--- src/shared/trap_stack_pkg.sv ---
`default_nettype none
package trap_stack_pkg;

    // stack geometry
    localparam int MAX_TRAP_DEPTH = 6;
    localparam int LEVEL_W        = 3;
    typedef logic [LEVEL_W-1:0] level_t;
    localparam level_t LEVEL_MAX  = 3'h6;
    localparam level_t LEVEL_ZERO = 3'h0;
    localparam level_t LEVEL_ONE  = 3'h1;

    // saved-state entry layout
    localparam int SS_W        = 43;
    localparam int SS_GL_LO    = 40;
    localparam int SS_GL_W     = 3;
    localparam int SS_CCR_LO   = 32;
    localparam int SS_CCR_W    = 8;
    localparam int SS_ASI_LO   = 24;
    localparam int SS_ASI_W    = 8;
    localparam int SS_PCW_LO   = 8;
    localparam int SS_PCW_W    = 13;
    localparam int SS_CWP_LO   = 0;
    localparam int SS_CWP_W    = 5;
    localparam logic [SS_W-1:0] SS_WRITE_MASK = 43'h7ff_ff1f_ff1f;

    // trap-cause entry
    localparam int CAUSE_W     = 9;
    localparam logic [CAUSE_W-1:0] CAUSE_POR = 9'h001;
    localparam int CAUSE_SEL_LO = 2;
    localparam int SEL_W        = 3;

    // vector base
    localparam int VB_W        = 64;
    localparam logic [VB_W-1:0] VB_WRITE_MASK = 64'hffff_ffff_ffff_8000;
    localparam logic [VB_W-1:0] VB_RESET      = 64'h0000_0000_0000_0000;

    // privileged register selector
    typedef enum logic [1:0] {
        REG_SAVED_STATE,
        REG_TRAP_CAUSE,
        REG_VECTOR_BASE
    } priv_reg_e;

endpackage
`default_nettype wire

--- src/logic/saved_state_ram.sv ---
`default_nettype none
module saved_state_ram (
    // clock
    input  wire logic                                 clk,
    // write port
    input  wire logic                                 wr_en,
    input  wire trap_stack_pkg::level_t               wr_idx,
    input  wire logic [trap_stack_pkg::SS_W-1:0]      wr_data,
    // read port
    input  wire trap_stack_pkg::level_t               rd_idx,
    output logic [trap_stack_pkg::SS_W-1:0]           rd_data
);
    // no reset: contents after power-on are left undefined
    logic [trap_stack_pkg::SS_W-1:0] mem [1:trap_stack_pkg::MAX_TRAP_DEPTH];

    always_ff @(posedge clk) begin
        if (wr_en) begin
            mem[wr_idx] <= wr_data;
        end
    end

    always_comb begin
        rd_data = '0;
        if (rd_idx != trap_stack_pkg::LEVEL_ZERO &&
            rd_idx <= trap_stack_pkg::LEVEL_MAX) begin
            rd_data = mem[rd_idx];
        end
    end
endmodule
`default_nettype wire

--- src/logic/trap_cause_ram.sv ---
`default_nettype none
module trap_cause_ram (
    // clock and reset
    input  wire logic                                 clk,
    input  wire logic                                 reset_n,
    // write port
    input  wire logic                                 wr_en,
    input  wire trap_stack_pkg::level_t               wr_idx,
    input  wire logic [trap_stack_pkg::CAUSE_W-1:0]   wr_data,
    // read port
    input  wire trap_stack_pkg::level_t               rd_idx,
    output logic [trap_stack_pkg::CAUSE_W-1:0]        rd_data
);
    // lower entries carry no reset; only the deepest one is loaded
    logic [trap_stack_pkg::CAUSE_W-1:0]
        mem [1:trap_stack_pkg::MAX_TRAP_DEPTH-1];
    logic [trap_stack_pkg::CAUSE_W-1:0] top_entry;

    always_ff @(posedge clk) begin
        if (wr_en && wr_idx != trap_stack_pkg::LEVEL_MAX) begin
            mem[wr_idx] <= wr_data;
        end
    end

    always_ff @(posedge clk or negedge reset_n) begin
        if (!reset_n) begin
            top_entry <= trap_stack_pkg::CAUSE_POR;
        end else if (wr_en && wr_idx == trap_stack_pkg::LEVEL_MAX) begin
            top_entry <= wr_data;
        end
    end

    always_comb begin
        rd_data = '0;
        if (rd_idx == trap_stack_pkg::LEVEL_MAX) begin
            rd_data = top_entry;
        end else if (rd_idx != trap_stack_pkg::LEVEL_ZERO &&
                     rd_idx < trap_stack_pkg::LEVEL_MAX) begin
            rd_data = mem[rd_idx];
        end
    end
endmodule
`default_nettype wire

--- src/logic/trap_level_state_stack.sv ---
// Contract
// RULE1: one saved-state entry per level, selected by level
// RULE2: saved-state access at level zero is bad opcode
// RULE3: trap captures bank, codes, space, pointer, control
// RULE4: fixed field positions; two gaps are read-only
// RULE5: control word saved is thirteen bits
// RULE6: trap writes n+1; return and access use n
// RULE7: saved-state entries need no reset value
// RULE8: entries above current level are undefined
// RULE9: cause entry holds type code of entry trap
// RULE10: cause stack per level; level zero is bad opcode
// RULE11: reset loads deepest cause entry with one
// RULE12: trap writes cause n+1; access uses n
// RULE13: vector base supplies address bits 63 to 15
// RULE14: vector base low fifteen bits read zero
// RULE15: spill or fill inserts handler select bits
// RULE16: refused level-zero write changes no entry
`default_nettype none
module trap_level_state_stack (
    // clock and reset
    input  wire logic                                 clk,
    input  wire logic                                 reset_n,
    // current trap level
    input  wire trap_stack_pkg::level_t               trap_level,
    // trap entry
    input  wire logic                                 trap_take,
    input  wire logic [trap_stack_pkg::CAUSE_W-1:0]   trap_cause_code,
    input  wire logic                                 trap_spill_fill,
    input  wire logic [trap_stack_pkg::SEL_W-1:0]     window_handler_select,
    input  wire logic [trap_stack_pkg::SS_GL_W-1:0]   bank_select_level,
    input  wire logic [trap_stack_pkg::SS_CCR_W-1:0]  cur_ccr,
    input  wire logic [trap_stack_pkg::SS_ASI_W-1:0]  cur_asi,
    input  wire logic [trap_stack_pkg::SS_PCW_W-1:0]  cur_pcw,
    input  wire logic [trap_stack_pkg::SS_CWP_W-1:0]  cur_cwp,
    // trap return
    input  wire logic                                 return_take,
    output logic                                      rest_valid,
    output logic [trap_stack_pkg::SS_GL_W-1:0]        rest_gl,
    output logic [trap_stack_pkg::SS_CCR_W-1:0]       rest_ccr,
    output logic [trap_stack_pkg::SS_ASI_W-1:0]       rest_asi,
    output logic [trap_stack_pkg::SS_PCW_W-1:0]       rest_pcw,
    output logic [trap_stack_pkg::SS_CWP_W-1:0]       rest_cwp,
    // privileged register access
    input  wire logic                                 preg_valid,
    input  wire logic                                 preg_write,
    input  wire trap_stack_pkg::priv_reg_e            preg_sel,
    input  wire logic [trap_stack_pkg::VB_W-1:0]      preg_wdata,
    output logic                                      preg_done,
    output logic [trap_stack_pkg::VB_W-1:0]           preg_rdata,
    output logic                                      bad_opcode,
    // vector base for trap address generation
    output logic [trap_stack_pkg::VB_W-1:0]           trap_vector_base
);

    ////////////////////////////////////////////////////////////////////////
    // helpers

    function automatic logic level_in_stack(input trap_stack_pkg::level_t l);
        level_in_stack = (l != trap_stack_pkg::LEVEL_ZERO) &&
                         (l <= trap_stack_pkg::LEVEL_MAX);
    endfunction

    function automatic logic stacked_reg(input trap_stack_pkg::priv_reg_e s);
        stacked_reg = (s == trap_stack_pkg::REG_SAVED_STATE) ||
                      (s == trap_stack_pkg::REG_TRAP_CAUSE);
    endfunction

    ////////////////////////////////////////////////////////////////////////
    // decode

    trap_stack_pkg::level_t                  level_up;
    logic                                    trap_fire;
    logic                                    return_fire;
    logic                                    access_fire;
    logic                                    access_refused;
    logic [trap_stack_pkg::SS_W-1:0]         captured_state;
    logic [trap_stack_pkg::CAUSE_W-1:0]      captured_cause;
    logic                                    ss_wr_en;
    trap_stack_pkg::level_t                  ss_wr_idx;
    logic [trap_stack_pkg::SS_W-1:0]         ss_wr_data;
    logic [trap_stack_pkg::SS_W-1:0]         ss_rd_data;
    logic                                    cause_wr_en;
    trap_stack_pkg::level_t                  cause_wr_idx;
    logic [trap_stack_pkg::CAUSE_W-1:0]      cause_wr_data;
    logic [trap_stack_pkg::CAUSE_W-1:0]      cause_rd_data;

    assign level_up = trap_level + trap_stack_pkg::LEVEL_ONE;

    // a trap at the deepest level has nowhere to go and is dropped here
    assign trap_fire = trap_take && trap_level < trap_stack_pkg::LEVEL_MAX;

    // trap wins the cycle; the sequencer is not expected to overlap them
    assign return_fire = return_take && !trap_take &&
                         level_in_stack(trap_level);

    assign access_fire = preg_valid && !trap_take && !return_take;

    assign access_refused = access_fire && stacked_reg(preg_sel) &&
                            !level_in_stack(trap_level); // [RULE2] [RULE10]

    always_comb begin
        captured_state = '0;
        captured_state[trap_stack_pkg::SS_GL_LO +: trap_stack_pkg::SS_GL_W]
            = bank_select_level; // [RULE3] [RULE4]
        captured_state[trap_stack_pkg::SS_CCR_LO +: trap_stack_pkg::SS_CCR_W]
            = cur_ccr; // [RULE3] [RULE4]
        captured_state[trap_stack_pkg::SS_ASI_LO +: trap_stack_pkg::SS_ASI_W]
            = cur_asi; // [RULE3] [RULE4]
        captured_state[trap_stack_pkg::SS_PCW_LO +: trap_stack_pkg::SS_PCW_W]
            = cur_pcw; // [RULE3] [RULE5]
        captured_state[trap_stack_pkg::SS_CWP_LO +: trap_stack_pkg::SS_CWP_W]
            = cur_cwp; // [RULE3] [RULE4]
    end

    always_comb begin
        captured_cause = trap_cause_code; // [RULE9]
        if (trap_spill_fill) begin
            captured_cause[trap_stack_pkg::CAUSE_SEL_LO +:
                           trap_stack_pkg::SEL_W]
                = window_handler_select; // [RULE15]
        end
    end

    ////////////////////////////////////////////////////////////////////////
    // stack write arbitration

    always_comb begin
        ss_wr_en      = 1'b0;
        ss_wr_idx     = trap_level;
        ss_wr_data    = '0;
        cause_wr_en   = 1'b0;
        cause_wr_idx  = trap_level;
        cause_wr_data = preg_wdata[trap_stack_pkg::CAUSE_W-1:0];
        if (trap_fire) begin
            ss_wr_en      = 1'b1; // [RULE6]
            ss_wr_idx     = level_up;
            ss_wr_data    = captured_state;
            cause_wr_en   = 1'b1; // [RULE12]
            cause_wr_idx  = level_up;
            cause_wr_data = captured_cause;
        end else if (access_fire && preg_write && !access_refused) begin
            // refused accesses fall through and touch nothing [RULE16]
            ss_wr_en    = (preg_sel == trap_stack_pkg::REG_SAVED_STATE);
            ss_wr_data  = preg_wdata[trap_stack_pkg::SS_W-1:0] &
                          trap_stack_pkg::SS_WRITE_MASK; // [RULE4]
            cause_wr_en = (preg_sel == trap_stack_pkg::REG_TRAP_CAUSE);
        end
    end

    ////////////////////////////////////////////////////////////////////////
    // storage, read at the current level

    // no reset on saved-state entries [RULE7] [RULE8]
    saved_state_ram u_saved_state (
        .clk     (clk),
        .wr_en   (ss_wr_en),
        .wr_idx  (ss_wr_idx),
        .wr_data (ss_wr_data),
        .rd_idx  (trap_level), // [RULE1] [RULE6]
        .rd_data (ss_rd_data)
    );

    // deepest entry comes out of reset at the power-on code [RULE11]
    trap_cause_ram u_trap_cause (
        .clk     (clk),
        .reset_n (reset_n),
        .wr_en   (cause_wr_en),
        .wr_idx  (cause_wr_idx),
        .wr_data (cause_wr_data),
        .rd_idx  (trap_level), // [RULE10] [RULE12]
        .rd_data (cause_rd_data)
    );

    ////////////////////////////////////////////////////////////////////////
    // registered outputs

    logic                                    next_rest_valid;
    logic [trap_stack_pkg::SS_W-1:0]         next_rest_word;
    logic                                    next_preg_done;
    logic [trap_stack_pkg::VB_W-1:0]         next_preg_rdata;
    logic                                    next_bad_opcode;
    logic [trap_stack_pkg::VB_W-1:0]         next_vector_base;
    logic [trap_stack_pkg::SS_W-1:0]         rest_word;

    always_comb begin
        next_rest_valid  = return_fire;
        next_rest_word   = return_fire ? ss_rd_data : rest_word; // [RULE6]
        next_preg_done   = access_fire && !access_refused;
        next_preg_rdata  = '0;
        next_bad_opcode  = access_refused; // [RULE2] [RULE10]
        next_vector_base = trap_vector_base;
        if (access_fire && !access_refused) begin
            unique case (preg_sel)
                trap_stack_pkg::REG_SAVED_STATE: begin
                    next_preg_rdata[trap_stack_pkg::SS_W-1:0] = ss_rd_data;
                end
                trap_stack_pkg::REG_TRAP_CAUSE: begin
                    next_preg_rdata[trap_stack_pkg::CAUSE_W-1:0] =
                        cause_rd_data;
                end
                trap_stack_pkg::REG_VECTOR_BASE: begin
                    next_preg_rdata = trap_vector_base;
                    if (preg_write) begin
                        next_vector_base = preg_wdata &
                            trap_stack_pkg::VB_WRITE_MASK; // [RULE13] [RULE14]
                    end
                end
                default: begin
                    // unused selector code: completes, reads zero
                    next_preg_rdata = '0;
                end
            endcase
        end
    end

    always_ff @(posedge clk or negedge reset_n) begin
        if (!reset_n) begin
            rest_valid       <= 1'b0;
            rest_word        <= '0;
            preg_done        <= 1'b0;
            preg_rdata       <= '0;
            bad_opcode       <= 1'b0;
            trap_vector_base <= trap_stack_pkg::VB_RESET;
        end else begin
            rest_valid       <= next_rest_valid;
            rest_word        <= next_rest_word;
            preg_done        <= next_preg_done;
            preg_rdata       <= next_preg_rdata;
            bad_opcode       <= next_bad_opcode;
            trap_vector_base <= next_vector_base;
        end
    end

    assign rest_gl  = rest_word[trap_stack_pkg::SS_GL_LO +:
                                trap_stack_pkg::SS_GL_W];
    assign rest_ccr = rest_word[trap_stack_pkg::SS_CCR_LO +:
                                trap_stack_pkg::SS_CCR_W];
    assign rest_asi = rest_word[trap_stack_pkg::SS_ASI_LO +:
                                trap_stack_pkg::SS_ASI_W];
    assign rest_pcw = rest_word[trap_stack_pkg::SS_PCW_LO +:
                                trap_stack_pkg::SS_PCW_W];
    assign rest_cwp = rest_word[trap_stack_pkg::SS_CWP_LO +:
                                trap_stack_pkg::SS_CWP_W];

    ////////////////////////////////////////////////////////////////////////
    // checks

    property p_refuse_level_zero;
        @(posedge clk) disable iff (!reset_n)
        access_fire && trap_level == 3'h0 && stacked_reg(preg_sel)
            |=> bad_opcode && !preg_done;
    endproperty
    a_refuse_level_zero: assert property (p_refuse_level_zero) // [RULE2]
        else $error("level-zero stacked access not refused");

    property p_refused_write_inert;
        @(posedge clk) disable iff (!reset_n)
        access_refused |-> !ss_wr_en && !cause_wr_en;
    endproperty
    a_refused_write_inert: assert property (p_refused_write_inert) // [RULE16]
        else $error("refused access wrote a stack entry");

    property p_trap_writes_next;
        @(posedge clk) disable iff (!reset_n)
        trap_fire |-> ss_wr_en && ss_wr_idx == trap_level + 3'h1 &&
                      cause_wr_en && cause_wr_idx == trap_level + 3'h1;
    endproperty
    a_trap_writes_next: assert property (p_trap_writes_next) // [RULE6]
        else $error("trap did not write the next level");

    property p_capture_fields;
        @(posedge clk) disable iff (!reset_n)
        trap_fire |-> ss_wr_data[20:8] == cur_pcw &&
                      ss_wr_data[42:40] == bank_select_level &&
                      ss_wr_data[4:0] == cur_cwp;
    endproperty
    a_capture_fields: assert property (p_capture_fields) // [RULE5]
        else $error("captured state fields misplaced");

    property p_readonly_gaps;
        @(posedge clk) disable iff (!reset_n)
        ss_wr_en |-> ss_wr_data[23:21] == 3'h0 && ss_wr_data[7:5] == 3'h0;
    endproperty
    a_readonly_gaps: assert property (p_readonly_gaps) // [RULE4]
        else $error("read-only gap bits written");

    property p_handler_select;
        @(posedge clk) disable iff (!reset_n)
        trap_fire && trap_spill_fill
            |-> cause_wr_data[4:2] == window_handler_select &&
                cause_wr_data[8:5] == trap_cause_code[8:5];
    endproperty
    a_handler_select: assert property (p_handler_select) // [RULE15]
        else $error("handler select bits not inserted");

    property p_vector_low_zero;
        @(posedge clk) disable iff (!reset_n)
        trap_vector_base[14:0] == 15'h0000;
    endproperty
    a_vector_low_zero: assert property (p_vector_low_zero) // [RULE14]
        else $error("vector base low bits not zero");

    property p_return_restores;
        @(posedge clk) disable iff (!reset_n)
        return_fire |=> rest_valid &&
                        rest_word == $past(ss_rd_data) ##1
                        rest_valid == $past(return_fire);
    endproperty
    a_return_restores: assert property (p_return_restores) // [RULE6]
        else $error("return did not restore current entry");

    property p_cause_readback;
        @(posedge clk) disable iff (!reset_n)
        trap_fire ##1 !cause_wr_en ##1
            (access_fire && !preg_write &&
             preg_sel == trap_stack_pkg::REG_TRAP_CAUSE &&
             trap_level == $past(trap_level, 2) + 3'h1)
            |=> preg_done && preg_rdata[8:0] == $past(cause_wr_data, 3);
    endproperty
    a_cause_readback: assert property (p_cause_readback) // [RULE9]
        else $error("cause entry does not hold trap code");

endmodule
`default_nettype wire

--- config.mk ---
export PLATFORM = sky130hd
export DESIGN_NAME = trap_level_state_stack
export DESIGN_NICKNAME = d
export VERILOG_FILES = /design/src/shared/trap_stack_pkg.sv /design/src/logic/saved_state_ram.sv /design/src/logic/trap_cause_ram.sv /design/src/logic/trap_level_state_stack.sv
export SDC_FILE = /design/constraint.sdc
export NUM_CORES = 1
export LEC_CHECK = 0
export ABC_AREA = 1
export BUFFER_PORTS_ARGS = -buffer_cell sky130_fd_sc_hd__clkbuf_2
export CORE_MARGIN = 2
export CORE_UTILIZATION = 25
export CTS_CLUSTER_DIAMETER = 40
export DETAILED_ROUTE_END_ITERATION = 16
export GPL_TIMING_DRIVEN = 0
export PLACE_DENSITY = 0.43
export RECOVER_POWER = 100
export SYNTH_ARGS = -nofsm -noshare
export SYNTH_HDL_FRONTEND = slang
export SYNTH_SLANG_ARGS = --single-unit
--- constraint.sdc ---
create_clock -name clk -period 1.15 [get_ports clk]
set_input_delay 0.115 -clock clk [delete_from_list [all_inputs] [get_ports clk]]
set_output_delay 0.115 -clock clk [all_outputs]
set_load 0.02 [all_outputs]
==> results.toml, run 1 <==
[clock_tree]
max-clock-path-buffers = 3
htree_levels = 3
root_buffer = "clkbuf_16"
numCtsBuffers = 87
cts_sinks = 429
cts_tree = "done"
clk-insertion-delay-late_ns = 0.63
clk_pin_slew_ns = 0.05

[sta]
layout_setup_ws_ns = -0.657
tns_ns = -319.20
relSlewSlack = 0.226
timing.final.crit_share = 1.57
grt_setup_unrepaired = "yes"
finalHoldViolCount = 0
worst_pin_slew_ns = 1.16
hold_ws_ns = 0.0338
setup_violations = 881
skew_ns = 0.0407
fmax_ghz = 0.553
drv_slew = 0
post-route-min-period_ns = 1.81

[floorplanning]
start_util = 0.251
die_h_um = 266
die_w_um = 266
num_rows = 96
io_pins = 293
core_area_um2 = 68200
dieArea_um2 = 70700

[worst_hold_path]
holdPathStages = 3
hp-class = "in -> reg"

[power]
peakVddDrop_v = 0.00134
p_leak_nw = 11.3
p_total_mw = 48.8
p_per_area_nw_per_um2 = 1850

[worst_setup_path]
r2r_end = "preg_rdata[36]$_DFF_PN0_"
crit_arrival_ns = 2.17
critPathLaunch = "trap_level[0]"
worstSetupPathType = "in -> reg"
reg2reg_from = "u_saved_state.mem[2][36]$_DFFE_PP_"
crit_chain = "clkbuf_16 -> inv_12 -> buf_12 -> buf_12 -> ha_4 -> nand2_4 -> o21ai_4 -> a21oi_4 -> nand2_4 -> clkinv_8 -> nand2_8 -> nand2_4 -> clkinvlp_4 -> buf_6 -> buf_6 -> nor2_4 -> clkbuf_16"
critPathRequiredTime_ns = 1.51
reg2regPathDepth = 4
crit_path_end_kind = "register"
worst-path-buf-inv = 9
crit_end = "u_saved_state.mem[2][28]$_DFFE_PP_"
cp_top_family = "buffers and inverters"
ff2ff_setup_slack_ns = -0.17
crit_slowest_cell = "nor2_4"
crit_cells = 17
cp_common_cell = "nand2_4"
max_stage_delay_ns = 0.23
crit_fanout = 5
start_kind = "input port"

[job]
cap_violations = 0

[synth]
yosys_register_bits = 429
synthCells = 1558
ys.flop_type = "edfxtp_1"
yosys.area.top_type = "edfxtp_1"
ys_seq_area_frac = 0.704
async_flop_share = 0.378
synthTopCellsByArea = "edfxtp_1 47%, dfrtp_1 23%, nand2_1 9.5%"
yosysWarningCount = 0
synth.avg_cell_area_um2 = 11.0
synth-edff-count = 267
ys_types = 35
syn-cell-area_um2 = 17200
synth_top_area_frac = 0.467

[run_status]
violations = "setup timing"
status = "finished with violations"

[detailed_routing]
dr.pass1.iters = 5
via_per_inst = 4.47
vias = 13900
wire_per_inst_um = 20.9
wl_mm = 65.2
drc = 0
drtIter0Drc = 1037
ant_nets = 0

[grt]
overflow = 0
met2_usage = 0.283
top_usage_layer = "met2"
grt_antenna_before_repair = 3
grtUsageMet3 = 0.0519
grt_use_met1 = 0.224
grt_use_total = 0.179
grt_first_pass_wirelength_mm = 91.9
grt_max_degree = 83
grt_pass1_vias = 14000

[placed_design]
finalWeightedCongestion = 0.779
place_ws_ns = -2.69
hpwl_mm = 41.5
io_buffers = 277
place_area_um2 = 20100

[cells_and_area]
drive_gt1_frac = 0.320
area_delta_synth_final_pct = 53.7
multiInputGateArea_um2 = 4970
final.fill_count = 6635
regArea_um2 = 12100
final_cell_area_um2 = 26400
num-nets-final = 2285
-- sequential cells by signal, summed over array words and instances, names as in the netlist --
register,flops
u_saved_state.mem,222
preg_rdata,64
trap_vector_base,49
u_trap_cause.mem,45
rest_word,37
u_trap_cause.top_entry,9
bad_opcode,1
preg_done,1
rest_valid,1
-- tightest hold or removal path: stages --
cell and delay, ns:
clkbuf_2 0.09, inv_1 0.14, o21ai_4 0.12
-- cell families (layout without fill, tap and decap cells) --
group	Yosys count	after routing	share of synthesized area
AND/OR/NAND/NOR	651	653	0.152
buffers and inverters	187	845	0.0484
adder cells (fa/ha/maj)	3	3	0.00219
flip-flops	429	429	0.704
other	1	17	0.000219
AO/OA/AOI/OAI	285	285	0.0916
XOR/XNOR	2	2	0.00146
-- worst min path at each step --
stage | startpoint | end
final | preg_wdata[4] | u_saved_state.mem[4][4]$_DFFE_PP_
after floorplan | reset_n | bad_opcode$_DFF_PN0_
after CTS | preg_sel[1] | preg_rdata[5]$_DFF_PN0_
after global routing | preg_wdata[4] | u_saved_state.mem[4][4]$_DFFE_PP_
after global placement | preg_wdata[48] | trap_vector_base[48]$_DFFE_PN0P_
after detailed placement | reset_n | preg_rdata[13]$_DFF_PN0_
-- cell type report --
type,count,area share
flip-flops and latches,429,0.458
clock inverters,50,0.0172
clock buffers,114,0.0927
inverters,92,0.0146
diodes,2,0.000190
well taps,882,0.0419
multi-input cells,958,0.188
repair buffers,494,0.156
plain buffers,95,0.0306
-- per-layer routing --
metal / up-vias / share of wire
li1: 6519 / -
met1: 6802 / 0.42
met2: 503 / 0.47
met3: 112 / 0.074
met4: 4 / 0.036
met5: - / 0.00044
-- cell usage in the layout (no fill, tap or decap), types with 4 or more instances in the layout --
master | synthesis | final
buf_4 | 17 | 65
clkinv_1 | 3 | 8
dfrtp_1 | 161 | 161
nand3_1 | 112 | 110
clkbuf_1 | 40 | 33
inv_6 | 0 | 12
nor2_1 | 96 | 82
nand2_2 | 4 | 6
inv_1 | 85 | 79
o21ai_1 | 23 | 26
clkbuf_16 | 0 | 109
a21oi_2 | 20 | 23
clkinv_2 | 0 | 17
clkbuf_8 | 0 | 7
buf_2 | 22 | 14
nand2_1 | 436 | 428
o21ai_4 | 1 | 31
edfxtp_1 | 267 | 267
nor2_4 | 0 | 14
conb_1 | 1 | 15
buf_12 | 0 | 28
clkinvlp_4 | 0 | 6
clkbuf_4 | 0 | 9
a21oi_1 | 79 | 76
buf_6 | 4 | 23
o21ai_0 | 146 | 109
dlygate4sd3_1 | 0 | 105
buf_8 | 0 | 7
o21ai_2 | 0 | 4
inv_2 | 3 | 5
buf_16 | 0 | 14
clkbuf_2 | 2 | 284
buf_1 | 10 | 5
nand2_4 | 1 | 5
clkinv_4 | 1 | 5
a22o_1 | 6 | 6
-- stage by stage --
stage	util	instances
2_1_floorplan	-	1572
3_3_place_gp	0.292	2731
3_5_place_dp	0.295	2739
4_1_cts	0.374	3078
5_1_grt	0.386	3115
6_report	0.386	3116
-- Yosys cell counts (2+ instances only) --
master and count:
o21ai_1 23, nor2_1 96, clkinv_1 3, clkbuf_1 40
o211ai_1 3, buf_2 22, nand3_1 112, inv_2 3
buf_4 17, a21oi_1 79, o2111ai_1 2, edfxtp_1 267
a22o_1 6, ha_1 3, nand2_2 4, a22oi_1 3
dfrtp_1 161, buf_1 10, o21ai_0 146, nand2_1 436
inv_1 85, clkbuf_2 2, buf_6 4, a21oi_2 20
-- power breakdown --
group	total [mW]	switching, mW	internal (mW)
combinational	5.96	3.79	2.17
clock	24.5	8.90	15.6
sequential	18.3	0.610	17.7
-- what timing repair did --
item,4_1_cts,5_1_grt
hold endpoints to repair,371,6
resized for setup,170,130
buffers inserted,60,32
cloned,13,9
endpoints found under the setup margin,823,817
pin swaps,16,24
hold buffers,104,1
No activity file was read; power rests on OpenSTA's default activity.
==> run 2, diff against run 1 <==
- CAP_MARGIN: unset -> 20
- CELL_PAD_IN_SITES_DETAIL_PLACEMENT: unset -> 1
- CELL_PAD_IN_SITES_GLOBAL_PLACEMENT: unset -> 2
- PLACE_DENSITY: 0.43 -> 0.59
- SETUP_SLACK_MARGIN: unset -> 0.15
==> run 2 against run 1 <==
Net effect: routed wire length increased by 6.0%; setup slack got worse by 0.20 ns; sequential share of layout area increased by 0.84 points; critical path type unchanged; core utilization decreased by 0.70 points; the flow finishes with violations (hold timing, setup timing); worst hold slack got worse by 0.30 ns; clock-buffer cell count decreased by 9.
==> results.toml, run 2 (synthesis gave the netlist of run 1 again) <==
[worst_setup_path]
crit_chain = "clkbuf_16 -> inv_12 -> buf_12 -> buf_12 -> ha_4 -> nand2_4 -> o21ai_4 -> a21oi_4 -> nand2_4 -> clkinv_8 -> nand2_8 -> nand2_4 -> clkinvlp_4 -> buf_8 -> buf_8 -> nor2_4 -> buf_12 -> buf_12 -> buf_16"
crit_end = "u_saved_state.mem[1][9]$_DFFE_PP_"
reg2regPathDepth = 4
crit_slowest_cell = "a21oi_4"
max_stage_delay_ns = 0.26
cp_top_family = "buffers and inverters"
reg2reg_from = "u_saved_state.mem[3][36]$_DFFE_PP_"
crit_arrival_ns = 2.34
cp_common_cell = "buf_12"
critPathLaunch = "trap_level[0]"
crit_cells = 19
crit_fanout = 5
crit_path_end_kind = "register"
ff2ff_setup_slack_ns = -0.30
start_kind = "input port"
r2r_end = "preg_rdata[36]$_DFF_PN0_"
worstSetupPathType = "in -> reg"
critPathRequiredTime_ns = 1.49
worst-path-buf-inv = 11

[floorplanning]
io_pins = 293
core_area_um2 = 68200
die_h_um = 266
dieArea_um2 = 70700
start_util = 0.251
num_rows = 96
die_w_um = 266

[sta]
grt_setup_unrepaired = "yes"
timing.final.crit_share = 1.74
finalHoldViolCount = 74
post-route-min-period_ns = 2.01
fmax_ghz = 0.499
worst_pin_slew_ns = 1.17
layout_setup_ws_ns = -0.855
drv_slew = 0
setup_violations = 838
tns_ns = -394.36
skew_ns = 0.0257
hold_ws_ns = -0.269
relSlewSlack = 0.222

[cells_and_area]
area_delta_synth_final_pct = 50.9
top_regs = "u_saved_state.mem: 222 flops, preg_rdata: 64 flops, trap_vector_base: 49 flops"
regArea_um2 = 12100
top_register = "u_saved_state.mem"
multiInputGateArea_um2 = 4720
largest_reg_flops = 222
num-nets-final = 2262
layout_common_cells = "431 x nand2_1, 282 x clkbuf_2, 267 x edfxtp_1, 161 x dfrtp_1, 112 x o21ai_0"
final_common_cell = "nand2_1"
final.fill_count = 7508
drive_gt1_frac = 0.307

[power]
p_leak_nw = 11.1
peakVddDrop_v = 0.00105
p_per_area_nw_per_um2 = 1910
p_total_mw = 49.4

[placed_design]
place_ws_ns = -2.56
io_buffers = 277
finalWeightedCongestion = 0.725
hpwl_mm = 44.8

[clock_tree]
max-clock-path-buffers = 3
htree_levels = 3
numCtsBuffers = 86
clk-insertion-delay-late_ns = 0.64
cts_sinks = 429
clk_pin_slew_ns = 0.05
root_buffer = "clkbuf_16"
cts_tree = "done"

[detailed_routing]
vias = 14000
wl_mm = 69.1
ant_nets = 0
dr.pass1.iters = 5
drc = 0
drtIter0Drc = 970
wire_per_inst_um = 22.4
via_per_inst = 4.54

[run_status]
status = "finished with violations"
violations = "hold timing, setup timing"

[worst_hold_path]
hp-class = "in -> async"

[job]
cap_violations = 0

[grt]
grt_pass1_vias = 14900
grt_first_pass_wirelength_mm = 99.1
grt_use_total = 0.192
grt_antenna_before_repair = 8
overflow = 0
grt_max_degree = 88
==> run 2: cell type report <==
type	count	area share
plain buffers	95	0.0275
repair buffers	473	0.152
clock inverters	54	0.0229
clock buffers	105	0.0911
flip-flops and latches	429	0.466
multi-input cells	957	0.182
inverters	92	0.0152
well taps	882	0.0426
diodes	1	0.0000967
==> run 2: worst min path at each step <==
| stage | start | end | slack [ns] | cells past startpoint |
|---|---|---|---|---|
| 2_1_floorplan | reset_n | bad_opcode$_DFF_PN0_ | -0.18 | 0 |
| 3_3_place_gp | preg_wdata[50] | trap_vector_base[50]$_DFFE_PN0P_ | 0.36 | 3 |
| 3_5_place_dp | reset_n | trap_vector_base[46]$_DFFE_PN0P_ | 0.22 | 1 |
| 4_1_cts | reset_n | trap_vector_base[41]$_DFFE_PN0P_ | -0.47 | 1 |
| 5_1_grt | reset_n | trap_vector_base[41]$_DFFE_PN0P_ | -0.19 | 1 |
| 6_report | reset_n | preg_rdata[46]$_DFF_PN0_ | -0.27 | 1 |
==> run 2: what timing repair did <==
| action | in CTS | in global routing |
|---|---|---|
| gates cloned | 14 | 7 |
| setup endpoints to repair | 823 | 842 |
| setup buffers | 42 | 25 |
| pin swaps | 15 | 10 |
| hold buffers | 97 | 4 |
| hold endpoints to repair | 332 | 92 |
| gates resized for setup | 108 | 124 |
==> run 2: metal layers <==
metal  up-vias  share of wire  global-route usage
li1       6459              -                   -
met1      7006           0.43               0.247
met5         -        0.00055                   0
met4         6          0.023              0.0662
met2       453           0.47               0.307
met3       100          0.075              0.0565
==> run 2: through the flow <==
stage,cell area (um^2),std cells,util,hold slack (ns)
finish,25900,3088,0.379,-0.269
global route,25900,3087,0.379,-0.193
CTS,25100,3050,0.368,-0.474
detailed placement,20100,2738,0.294,0.220
global placement,19900,2731,0.292,0.357
floorplan,17400,1572,-,-0.181
==> run 2: where the power goes <==
group	internal [mW]	switching, mW
clock	16.3	8.88
sequential	17.7	0.608
combinational	2.09	3.81
